### src/ssw_defs.svh
// Constants of the servo setup word block
`ifndef SSW_DEFS_SVH
`define SSW_DEFS_SVH

// Word shape and factory contents
`define SSW_WORD_W     16
`define SSW_BITNUM_W   4
`define SSW_FACTORY    16'h08ec
`define SSW_BITNUM_RST 4'h0

// Bit positions of the sequence setup word
`define SSW_B_SERVO_ON 0
`define SSW_B_FWD_IGN  2
`define SSW_B_REV_IGN  3
`define SSW_B_LIMIT    4
`define SSW_B_DIP_AUTO 5
`define SSW_B_COAST    6
`define SSW_B_HOLD_DB  7
`define SSW_B_OT_TORQ  8
`define SSW_B_OT_LOCK  9
`define SSW_B_KEEP_DEV 10
`define SSW_B_NO_PSW   11
`define SSW_B_PSW_LO   12
`define SSW_B_PSW_HI   13

// Width of the synchronised pin group
`define SSW_PIN_W      10

`endif

### src/ssw_pkg.sv
// Types shared by the servo setup word block
package ssw_pkg;

   typedef enum logic [1:0] {
      VIEW_NUM   = 2'b00,
      VIEW_BITS  = 2'b01,
      VIEW_SAVED = 2'b10
   } ssw_view_t;

   typedef struct packed {
      logic up;
      logic down;
      logic left;
      logic right;
      logic mode;
      logic data;
   } ssw_keys_t;

   typedef struct packed {
      ssw_keys_t keys;
      logic      mounted;
      logic      run;
      logic      fwd_inh;
      logic      rev_inh;
   } ssw_pins_t;

   typedef struct packed {
      logic [15:0] torque;
      logic [15:0] speed;
      logic [15:0] accel;
      logic [15:0] dev;
   } ssw_lvl_t;

endpackage : ssw_pkg

### src/ssw_sync.sv
// Three-stage pin synchroniser with agreement filter
`timescale 1ns/1ps
`default_nettype none

module ssw_sync #(
   parameter int W = 10
) (
   // Clock and reset
   input  wire logic         ref_clk_i,
   input  wire logic         reset_n_i,
   // Pins and filtered levels
   input  wire logic [W-1:0] pin_i,
   output logic      [W-1:0] level_o
);

   logic [W-1:0] s1_ff;
   logic [W-1:0] s2_ff;
   logic [W-1:0] s3_ff;

   // A change counts only once stages two and three agree
   always_ff @(posedge ref_clk_i or negedge reset_n_i)
   begin
      if (!reset_n_i)
      begin
         s1_ff   <= '0;
         s2_ff   <= '0;
         s3_ff   <= '0;
         level_o <= '0;
      end
      else
      begin
         s1_ff <= pin_i;
         s2_ff <= s1_ff;
         s3_ff <= s2_ff;
         for (int i = 0; i < W; i++)
         begin
            if (s2_ff[i] == s3_ff[i])
               level_o[i] <= s3_ff[i];
         end
      end
   end

endmodule : ssw_sync

`default_nettype wire

### src/ssw_pswitch.sv
// Proportional-only switch condition selector
`timescale 1ns/1ps
`default_nettype none

module ssw_pswitch (
   // Clock and reset
   input  wire logic             ref_clk_i,
   input  wire logic             reset_n_i,
   // Setup controls
   input  wire logic             enable_i,
   input  wire logic [1:0]       cond_sel_i,
   // Live quantities and their switch levels
   input  wire ssw_pkg::ssw_lvl_t cmd_i,
   input  wire ssw_pkg::ssw_lvl_t lvl_i,
   // Speed loop mode
   output logic                  p_only_o
);

   logic [15:0] val;
   logic [15:0] lim;

   // Selector order d,C: torque, speed, accel, deviation
   assign val = (cond_sel_i == 2'h0) ? cmd_i.torque :
                (cond_sel_i == 2'h1) ? cmd_i.speed  :
                (cond_sel_i == 2'h2) ? cmd_i.accel  : cmd_i.dev;
   assign lim = (cond_sel_i == 2'h0) ? lvl_i.torque :
                (cond_sel_i == 2'h1) ? lvl_i.speed  :
                (cond_sel_i == 2'h2) ? lvl_i.accel  : lvl_i.dev;

   always_ff @(posedge ref_clk_i or negedge reset_n_i)
   begin
      if (!reset_n_i)
         p_only_o <= 1'b0;
      else
         p_only_o <= enable_i && (val >= lim);
   end

endmodule : ssw_pswitch

`default_nettype wire

### src/ssw_top.sv
// Sequence setup word: keypad editing, power-up copy and sequence decode
`timescale 1ns/1ps
`default_nettype none
`include "ssw_defs.svh"

module ssw_top (
   // Clock and reset
   input  wire logic              ref_clk_i,
   input  wire logic              reset_n_i,
   // Keypad and sequence pins
   input  wire ssw_pkg::ssw_pins_t pin_i,
   // Nonvolatile memory
   input  wire logic [15:0]       nv_rdata_i,
   input  wire logic              nv_blank_i,
   output logic                   nv_wr_o,
   output logic [15:0]            nv_wdata_o,
   // Keypad display
   output logic [15:0]            disp_bits_o,
   output logic [3:0]             disp_bitnum_o,
   output logic                   disp_num_view_o,
   output logic [15:0]            live_word_o,
   // Drive status from the control core
   input  wire logic              rotating_i,
   input  wire logic              current_limit_i,
   input  wire logic              dip_recover_i,
   input  wire logic              alarm_reset_i,
   input  wire logic              ext_alarm_i,
   input  wire logic              abnormal_i,
   input  wire logic              motor_stopped_i,
   input  wire logic [15:0]       stop_torque_level_i,
   input  wire ssw_pkg::ssw_lvl_t cmd_i,
   input  wire ssw_pkg::ssw_lvl_t switch_level_i,
   // Sequence controls
   output logic                   servo_on_o,
   output logic                   fwd_block_o,
   output logic                   rev_block_o,
   output logic                   motion_or_limit_flag_o,
   output logic                   dip_alarm_o,
   output logic                   dyn_brake_o,
   output logic                   coast_o,
   output logic [15:0]            stop_torque_o,
   output logic                   pos_lock_o,
   output logic                   ot_servo_off_o,
   output logic                   dev_clear_o,
   output logic                   p_only_o
);

   ////////////////////////////////////////////////////////////////////////////
   // Helpers

   function automatic logic [15:0] bit_mask(input logic [3:0] n);
      bit_mask = 16'h0001 << n;
   endfunction : bit_mask

   ////////////////////////////////////////////////////////////////////////////
   // Pin synchronisation and key presses

   ssw_pkg::ssw_pins_t pin_q;
   ssw_pkg::ssw_keys_t key_prev_ff;
   ssw_pkg::ssw_keys_t press;

   ssw_sync #(
      .W (`SSW_PIN_W)
   ) u_sync (
      .ref_clk_i (ref_clk_i),
      .reset_n_i (reset_n_i),
      .pin_i     (pin_i),
      .level_o   (pin_q)
   );

   assign press = pin_q.keys & ~key_prev_ff;

   always_ff @(posedge ref_clk_i or negedge reset_n_i)
   begin
      if (!reset_n_i)
         key_prev_ff <= '0;
      else
         key_prev_ff <= pin_q.keys;
   end

   ////////////////////////////////////////////////////////////////////////////
   // Key meaning per keypad kind

   logic hand;
   logic k_inc;
   logic k_dec;
   logic k_inv;
   logic k_commit;

   assign hand     = !pin_q.mounted;
   assign k_inc    = hand ? press.left : press.up;
   assign k_dec    = hand ? press.right : press.down;
   assign k_inv    = hand ? (press.up | press.down) : press.mode;
   assign k_commit = hand ? (press.mode | press.data) : press.data;

   ////////////////////////////////////////////////////////////////////////////
   // Power-up capture and editing

   ssw_pkg::ssw_view_t view_ff;
   ssw_pkg::ssw_view_t nxt_view;
   logic        cap_done_ff;
   logic [15:0] live_ff;
   logic [15:0] stored_ff;
   logic [15:0] edit_ff;
   logic [15:0] nxt_edit;
   logic [3:0]  bitnum_ff;
   logic [3:0]  nxt_bitnum;
   logic [15:0] boot_word;
   logic        do_commit;

   // Blank memory falls back to the factory word
   assign boot_word = nv_blank_i ? `SSW_FACTORY : nv_rdata_i;
   assign do_commit = (view_ff == ssw_pkg::VIEW_BITS) && k_commit;

   always_comb
   begin
      nxt_view   = view_ff;
      nxt_edit   = edit_ff;
      nxt_bitnum = bitnum_ff;
      case (view_ff)
         ssw_pkg::VIEW_NUM:
         begin
            if (press.data)
            begin
               nxt_view   = ssw_pkg::VIEW_BITS;
               nxt_edit   = stored_ff;
               nxt_bitnum = `SSW_BITNUM_RST;
            end
         end
         ssw_pkg::VIEW_BITS:
         begin
            if (k_commit)
               nxt_view = ssw_pkg::VIEW_SAVED;
            else if (k_inv)
               nxt_edit = edit_ff ^ bit_mask(bitnum_ff);
            else if (k_inc)
               nxt_bitnum = bitnum_ff + 4'h1;
            else if (k_dec)
               nxt_bitnum = bitnum_ff - 4'h1;
         end
         ssw_pkg::VIEW_SAVED:
         begin
            if (press.data)
               nxt_view = ssw_pkg::VIEW_NUM;
         end
         default:
            nxt_view = ssw_pkg::VIEW_NUM;
      endcase
   end

   always_ff @(posedge ref_clk_i or negedge reset_n_i)
   begin
      if (!reset_n_i)
      begin
         cap_done_ff <= 1'b0;
         live_ff     <= `SSW_FACTORY;
         stored_ff   <= `SSW_FACTORY;
         edit_ff     <= `SSW_FACTORY;
         bitnum_ff   <= `SSW_BITNUM_RST;
         view_ff     <= ssw_pkg::VIEW_NUM;
         nv_wr_o     <= 1'b0;
         nv_wdata_o  <= `SSW_FACTORY;
      end
      else
      begin
         nv_wr_o <= do_commit;
         if (!cap_done_ff)
         begin
            // Live copy is loaded once; edits never reach it
            cap_done_ff <= 1'b1;
            live_ff     <= boot_word;
            stored_ff   <= boot_word;
            edit_ff     <= boot_word;
         end
         else
         begin
            if (do_commit)
            begin
               stored_ff  <= edit_ff;
               nv_wdata_o <= edit_ff;
            end
            edit_ff   <= nxt_edit;
            bitnum_ff <= nxt_bitnum;
            view_ff   <= nxt_view;
         end
      end
   end

   ////////////////////////////////////////////////////////////////////////////
   // Sequence decode from the live copy; bits 1, E, F feed nothing

   logic alarm_any;
   logic fwd_ot;
   logic rev_ot;
   logic ot;
   logic abn;
   logic nxt_son;
   logic nxt_brake;
   logic nxt_coast;
   logic ot_torq;
   logic ot_lock;
   logic ot_off;
   logic nxt_dip;
   logic brake_after;
   logic stopping_abn;

   assign alarm_any    = dip_alarm_o | ext_alarm_i;
   assign fwd_ot       = !live_ff[`SSW_B_FWD_IGN] && pin_q.fwd_inh;
   assign rev_ot       = !live_ff[`SSW_B_REV_IGN] && pin_q.rev_inh;
   assign ot           = fwd_ot || rev_ot;
   assign abn          = abnormal_i || alarm_any;
   assign ot_torq      = ot && live_ff[`SSW_B_OT_TORQ];
   // Abnormal stop, or over-travel when bit 8 defers to bit 6
   assign stopping_abn = abn || (ot && !ot_torq);
   assign ot_lock      = ot_torq && motor_stopped_i && live_ff[`SSW_B_OT_LOCK];
   assign ot_off       = ot_torq && motor_stopped_i && !live_ff[`SSW_B_OT_LOCK];
   assign nxt_son      = (live_ff[`SSW_B_SERVO_ON] || pin_q.run)
                         && !alarm_any && !ot_off;
   // Coasting with bit 8 clear always drops the brake after stop
   assign brake_after  = live_ff[`SSW_B_HOLD_DB]
                         && !(live_ff[`SSW_B_COAST] && !live_ff[`SSW_B_OT_TORQ]);
   assign nxt_brake    = motor_stopped_i ? ((stopping_abn || ot) && brake_after)
                         : (stopping_abn && !live_ff[`SSW_B_COAST]);
   assign nxt_coast    = stopping_abn && !motor_stopped_i && live_ff[`SSW_B_COAST];
   // Set wins over a simultaneous reset request
   assign nxt_dip      = (dip_recover_i && !live_ff[`SSW_B_DIP_AUTO]) ? 1'b1 :
                         alarm_reset_i ? 1'b0 : dip_alarm_o;

   ssw_pswitch u_psw (
      .ref_clk_i  (ref_clk_i),
      .reset_n_i  (reset_n_i),
      .enable_i   (!live_ff[`SSW_B_NO_PSW]),
      .cond_sel_i (live_ff[`SSW_B_PSW_HI:`SSW_B_PSW_LO]),
      .cmd_i      (cmd_i),
      .lvl_i      (switch_level_i),
      .p_only_o   (p_only_o)
   );

   always_ff @(posedge ref_clk_i or negedge reset_n_i)
   begin
      if (!reset_n_i)
      begin
         servo_on_o             <= 1'b0;
         fwd_block_o            <= 1'b0;
         rev_block_o            <= 1'b0;
         motion_or_limit_flag_o <= 1'b0;
         dip_alarm_o            <= 1'b0;
         dyn_brake_o            <= 1'b0;
         coast_o                <= 1'b0;
         stop_torque_o          <= 16'h0000;
         pos_lock_o             <= 1'b0;
         ot_servo_off_o         <= 1'b0;
         dev_clear_o            <= 1'b0;
      end
      else
      begin
         servo_on_o             <= nxt_son;
         fwd_block_o            <= fwd_ot;
         rev_block_o            <= rev_ot;
         motion_or_limit_flag_o <= live_ff[`SSW_B_LIMIT] ? current_limit_i
                                                          : rotating_i;
         dip_alarm_o            <= nxt_dip;
         dyn_brake_o            <= nxt_brake;
         coast_o                <= nxt_coast;
         stop_torque_o          <= (ot_torq && !motor_stopped_i) ?
                                   stop_torque_level_i : 16'h0000;
         pos_lock_o             <= ot_lock;
         ot_servo_off_o         <= ot_off;
         dev_clear_o            <= alarm_any && !nxt_son
                                   && !live_ff[`SSW_B_KEEP_DEV];
      end
   end

   ////////////////////////////////////////////////////////////////////////////
   // Display and readback

   always_ff @(posedge ref_clk_i or negedge reset_n_i)
   begin
      if (!reset_n_i)
      begin
         disp_bits_o     <= 16'h0000;
         disp_bitnum_o   <= 4'h0;
         disp_num_view_o <= 1'b1;
         live_word_o     <= 16'h0000;
      end
      else
      begin
         disp_bits_o     <= edit_ff;
         disp_bitnum_o   <= bitnum_ff;
         disp_num_view_o <= (view_ff == ssw_pkg::VIEW_NUM);
         live_word_o     <= live_ff;
      end
   end
endmodule : ssw_top

`default_nettype wire

### config.mk
export PLATFORM = sky130hd
export DESIGN_NAME = ssw_top
export DESIGN_NICKNAME = d
export VERILOG_FILES = /design/src/ssw_pkg.sv /design/src/ssw_sync.sv /design/src/ssw_pswitch.sv /design/src/ssw_top.sv
export VERILOG_INCLUDE_DIRS = /design/src /design/src/src
export SDC_FILE = /design/constraint.sdc
export NUM_CORES = 1
export LEC_CHECK = 0
export ABC_AREA = 1
export BUFFER_PORTS_ARGS = -buffer_cell sky130_fd_sc_hd__buf_2
export CORE_ASPECT_RATIO = 1.2
export CORE_UTILIZATION = 45
export DETAILED_ROUTE_END_ITERATION = 10
export PLACE_DENSITY_LB_ADDON = 0.3
export SETUP_SLACK_MARGIN = 0.5
export SYNTH_ARGS = -nofsm -noshare
export SYNTH_HDL_FRONTEND = slang
export SYNTH_HIERARCHICAL = 1
export SYNTH_SLANG_ARGS = --single-unit
### constraint.sdc
create_clock -name ref_clk_i -period 4.15 [get_ports ref_clk_i]
set_clock_uncertainty 0.2 [all_clocks]
set_input_delay 1.245 -clock ref_clk_i [delete_from_list [all_inputs] [get_ports ref_clk_i]]
set_output_delay 1.245 -clock ref_clk_i [all_outputs]
set_load 0.01 [all_outputs]
==> results of run 1 <==
-- placed cells by master, fill, tap and decap left out, types with 6 or more instances in the layout --
cell and count:
o31ai_2 7, a21oi_1 57, buf_2 259, dfstp_2 25, o21ai_0 63, inv_1 86, nor2_1 106, nand4_1 6
o21ai_2 8, ha_1 17, inv_2 9, o21ai_1 8, dfrtp_1 157, o21a_1 14, nand3_1 49, a31oi_1 8
buf_4 7, nand2_1 253, a21oi_2 9, clkbuf_16 17
-- worst max-delay path, cell delays in order, from the launching register on --
cell and delay, ns:
dfrtp_1 0.56, nor2_2 0.17, buf_4 0.31, clkinv_1 0.33
o21ai_0 0.46, ha_1 0.33, nand2_1 0.07, nor2_1 0.03
nor2_1 0.07, nand2_1 0.05, nand2_1 0.05, nand2_1 0.05
nand2_1 0.05, a21oi_1 0.05
-- path summary, 6_finish.rpt --
check / slack, ns / startpoint / endpoint
max: 1.25 / live_ff[13] / u_psw/p_only_o
min: 0.15 / u_sync/s1_ff[8] / u_sync/s2_ff[8]
max reg2reg: 1.25 / live_ff[13] / u_psw/p_only_o
min reg2reg: 0.15 / u_sync/s1_ff[8] / u_sync/s2_ff[8]
max in group asynchronous: 2.28 / reset_n_i / live_ff[6]
min in group asynchronous: 0.65 / reset_n_i / u_sync/s2_ff[8]
-- power by group through the flow --
stage	logic, mW	clock network, mW	registers [mW]
detailed placement	1.67	0	2.49
global route	1.88	1.75	2.51
global placement	1.64	0	2.48
finish	1.68	1.63	2.46
floorplan	1.10	0	2.47
CTS	1.68	1.68	2.47
-- stage by stage --
step / hold WS [ns] / util (%)
6_report: 0.149 / 57.2
5_1_grt: 0.163 / 57.2
4_1_cts: 0.150 / 57.2
3_5_place_dp: 0.135 / 53.9
3_3_place_gp: 0.132 / 53.9
2_1_floorplan: 0.131 / -
-- kinds of logic after synthesis --
kind of cell             after synthesis  synth area share (%)
AND/OR/NAND/NOR                      434                  22.1
AO/OA/AOI/OAI                        186                  13.5
flip-flops                           182                  54.6
buffers and inverters                133                  7.16
adder cells (fa/ha/maj)               17                  2.53
XOR/XNOR                               1                 0.104
other                                  1                0.0447
-- cell type report --
class                   instances  area share, %
diodes                          2         0.0480
inverters                      98           3.57
repair buffers                268           13.2
multi-input cells             639           30.7
flip-flops and latches        182           43.9
clock inverters                14           1.56
clock buffers                  18           4.21
well taps                     224           2.69
-- routing by layer --
layer / part of all wire, % / GRT usage [%] / vias up
met5: 0.13 / 0 / -
met4: 3.0 / 9.64 / 4
met1: 39 / 27.6 / 3428
li1: - / - / 3577
met3: 6.9 / 6.21 / 50
met2: 51 / 44.3 / 280
-- state kept, by name, indices dropped and copies added, names as in the netlist, 16 cells and up --
signal and count:
edit_ff 16, stored_ff 16, disp_bits_o 16, nv_wdata_o 16, live_ff 16, live_word_o 16, stop_torque_o 16
==> run metrics, run 1 <==
first-pass GRT wire length=35,400 um; filler instances=1,666; RePlAce Congestion=0.966; Detailed Routing Iterations Pass 1=5; CTS Buf Count=17; Setup TNS=0 ns; Max transition margin=48.4%; top-area cell type share of the netlist area=46.8%; RSZ-0062 raised after global routing=false; Layout area overhead=24.4%; required time of the critical path=4.26 ns; crit path setup slack, layout=1.25 ns; largest net degree at the start of global routing=86; Net Sw Frac=35.8%; Post-synth EDFFs=0; number of setup violations in the final report=0; Routed WL=23,300 um; Overflow after GRT=0; crit path kind=reg2reg; initial detailed-routing violation count=323; CP Max Fanout=23; Max Slew Vio Count=0; Synth Warn #=6; CTS tree=built; Skew-Pair Late Insertion Delay=0.43 ns; min Tclk post-route=2.90 ns; Fmax=0.344 GHz; Net Sw Power=2.07 mW; VDD IR max=0.000470 V; worst-case clock buffer depth=2; WL per Instance=16.1 um; DRC viols=0; Root Driver=clkbuf_16; Total Routing Usage GR=24.4%; via count=7,339; Crit. End Element=flip-flop; clock sinks=182; part of the cycle the worst path needs=70.0%; I/O Buffers=260; maxcap violations=0; CTS H-tree lvls=4; async set-reset flop share out of synthesis=100%; Initial Utilization=46.0%; Power Dens Cells=553 nW/um^2; Static Leakage=5.58 nW; clock slew at reported path FFs=0.07 ns; post-DR vias/cell=5.08; Setup Buffers After CTS=0; ANT nets after route=0; Internal=3.71 mW; Ports=261; die area=19,200 um^2; vias in the first global route=6,831; Worst Path Arrival=3.02 ns; average footprint of a synthesized cell=8.80 um^2; Mapped Area=8390 um^2; register area=4590 um^2; clock power share=28.3%; fin cells=1,445; status=finished clean; Commonest cells post-synth=253 x nand2_1, 157 x dfrtp_1, 107 x nor2_1; syn nets=1,151; Final Hold Vio Count=0; total power=5.78 mW; Synth Flop Type=dfrtp_1; sequential cell area fraction in the yosys report=54.6%; count leader, synth=nand2_1; core area=18,200 um^2; FF-to-FF path depth=13; Multi-input gate area=3210 um^2; Area contributors post-synth=dfrtp_1 47%, nand2_1 11%, dfstp_2 7.8%; launching element type of the critical path=flip-flop; cts repair resizes=0; FP Rows=54; die width=127 um; initial antenna violation count=5; Hold Crit Depth=0; Placement Setup Slack=1.26 ns; Cell Area, Placed=9830 um^2; Hold/Removal Path Class=reg2reg; Sequential Power Share=42.6%; hpwl dp=17,000 um; share of layout cells above drive strength 1=31.0%; cell taking the most area after synthesis=dfrtp_1; Comb pwr share=29.1%; placed cell count=1,411; design area=10,400 um^2; Slew @ Worst Pin=0.771 ns; Synth Register Bits=182; Layout Nets=1,403; Netlist cell types=43; die height=152 um; hold_buf cts=0; Mapped Cells=954
Power figures use the tool's default switching activity.
==> inputs of run 2 (changes only) <==
==> constraint.sdc (replaced) <==
create_clock -name ref_clk_i -period 2.9 [get_ports ref_clk_i]
set_clock_uncertainty 0.2 [all_clocks]
set_input_delay 0.87 -clock ref_clk_i [delete_from_list [all_inputs] [get_ports ref_clk_i]]
set_output_delay 0.87 -clock ref_clk_i [all_outputs]
set_load 0.01 [all_outputs]
==> run 2 against run 1 <==
  * Design area rose by 1.5%
  * Sequential power increased by 43%
  * Critical endpoint unchanged
  * Maximum frequency up 16%
  * Worst setup slack worse by 0.85 ns
==> run metrics, run 2 (same netlist as run 1, synthesis figures left out) <==
status=finished clean; Hold WS=0.151 ns (+0.00199 ns); CTS Buf Count=17 (unchanged); Multi-input gate area=3210 um^2 (+0.19%); Detailed Routing Iterations Pass 1=5 (unchanged); Setup TNS=0 ns (unchanged); required time of the critical path=3.01 ns (-1.25 ns); die height=152 um (unchanged); number of setup violations in the final report=0 (unchanged); VDD IR max=0.000534 V (+14%); Overflow after GRT=0 (unchanged); via count=7,566 (+3.1%); DRC viols=0 (unchanged); min Tclk post-route=2.51 ns (-0.396 ns); CP Max Fanout=10 (-57%); largest net degree at the start of global routing=52 (-40%); die area=19,200 um^2 (unchanged); crit path setup slack, layout=0.392 ns (-0.854 ns); Fmax=0.399 GHz (+16%); design area=10,600 um^2 (+1.5%); Ports=261 (unchanged); Skew-Pair Late Insertion Delay=0.42 ns (about the same); Final Hold Vio Count=0 (unchanged); Hold/Removal Path Class=reg2reg; post-DR vias/cell=5.19 (+2.1%); register area=4590 um^2 (about the same); Max Slew Vio Count=0 (unchanged); clock slew at reported path FFs=0.07 ns (about the same); Layout Nets=1,417 (+1.0%); Crit. End Element=flip-flop; Power Dens Cells=773 nW/um^2 (+40%); total power=8.19 mW (+42%); WL per Instance=16.6 um (+3.0%); CTS H-tree lvls=4 (unchanged); placed cell count=1,412 (+0.071%); Layout area overhead=26.3%; crit path kind=reg2reg; fin cells=1,459 (+0.97%); Slew @ Worst Pin=0.721 ns (-0.0493 ns); Routed WL=24,200 um (+4.0%); commonest non-fill, non-tap cell in the layout=buf_2; Core Util, Final=58.1% (+0.87 points); core area=18,200 um^2 (unchanged); FP Rows=54 (unchanged); part of the cycle the worst path needs=86.5% (+16 points); CTS tree=built; I/O Buffers=260 (unchanged); RePlAce Congestion=0.935 (-3.3%); Total Routing Usage GR=24.4% (+0.062 points); Root Driver=clkbuf_16; Placement Setup Slack=0.286 ns (-0.977 ns); worst-case clock buffer depth=2 (unchanged); RSZ-0062 raised after global routing=true; launching element type of the critical path=flip-flop; Initial Utilization=46.0% (unchanged); clock sinks=182 (unchanged); vias in the first global route=6,889 (+0.85%); ANT nets after route=0 (unchanged); hold_buf cts=0 (unchanged); maxcap violations=0 (unchanged); initial detailed-routing violation count=420 (+30%); Static Leakage=5.64 nW (+1.2%); Cell Area, Placed=9860 um^2 (+0.33%); Worst Path Arrival=2.61 ns (-0.41 ns); first-pass GRT wire length=35,400 um (about the same); share of layout cells above drive strength 1=32.0% (+1.0 points); filler instances=1,658 (-0.48%); hpwl dp=17,700 um (+3.6%); die width=127 um (unchanged); most frequent cells in the layout=259 x buf_2, 253 x nand2_1, 155 x dfrtp_1, 105 x nor2_1, 86 x inv_1; initial antenna violation count=4 (-1); Max transition margin=51.7% (+3.3 points)
run 2: cell count changes in the layout (fill, tap and decap cells not counted), sizes merged:
cell | before | now
bufinv | 2 | 0
clkbuf | 19 | 21
inv | 104 | 103
clkinvlp | 2 | 3
buf | 267 | 279
clkinv | 4 | 6
run 2: critical path, cell delays in order, from the launching register on:
cell and delay [ns]:
dfrtp_2 0.49, clkinv_4 0.09, nor2_4 0.05, buf_12 0.14, nor2_8 0.19, buf_4 0.18, inv_6 0.06, o21a_1 0.16
a21oi_1 0.13, ha_1 0.26, a21oi_1 0.13, o21ai_0 0.08, a21oi_1 0.13, a21oi_1 0.08
run 2: where the power goes:
part	leakage (nW)	switching [mW]	internal [mW]
logic	3.13	1.55	0.907
clock network	0.272	1.03	1.18
registers	2.24	0.409	3.12
run 2: path summary, 6_finish.rpt:
kind | slack (ns) | depth (start not counted) | to | startpoint
max in group asynchronous | 1.61 | 2 | live_ff[3] | reset_n_i
setup reg to reg | 0.39 | 13 | u_psw/p_only_o | live_ff[13]
setup / recovery | 0.39 | 13 | u_psw/p_only_o | live_ff[13]
min in group asynchronous | 0.19 | 1 | u_sync/s2_ff[8] | reset_n_i
hold / removal | 0.15 | 0 | u_sync/s2_ff[7] | u_sync/s1_ff[7]
hold reg to reg | 0.15 | 0 | u_sync/s2_ff[7] | u_sync/s1_ff[7]
run 2: cell type report:
| cell class | instances | area share (%) |
|---|---|---|
| clock inverters | 12 | 1.02 |
| multi-input cells | 639 | 30.3 |
| flip-flops and latches | 182 | 43.3 |
| repair inverters | 2 | 0.130 |
| diodes | 2 | 0.0472 |
| inverters | 98 | 3.73 |
| well taps | 224 | 2.65 |
| clock buffers | 20 | 4.31 |
| repair buffers | 280 | 14.5 |
run 2: repair_timing:
item	in CTS	in global routing
buffers inserted	3	8
pin swaps	0	4
endpoints found under the setup margin	1	1
cloned	0	2
endpoints found under the hold margin	0	0
gates resized for setup	6	12
run 2: layer usage:
| layer | GRT usage, % | wire length (um) | part of all wire [%] | vias up |
|---|---|---|---|---|
| met2 | 42.2 | 11900 | 49 | 364 |
| met1 | 27.5 | 9070 | 38 | 3515 |
| met3 | 6.50 | 1930 | 8.0 | 82 |
| met4 | 14.2 | 1260 | 5.2 | 4 |
| li1 | - | - | - | 3601 |
| met5 | 0 | 23 | 0.095 | - |
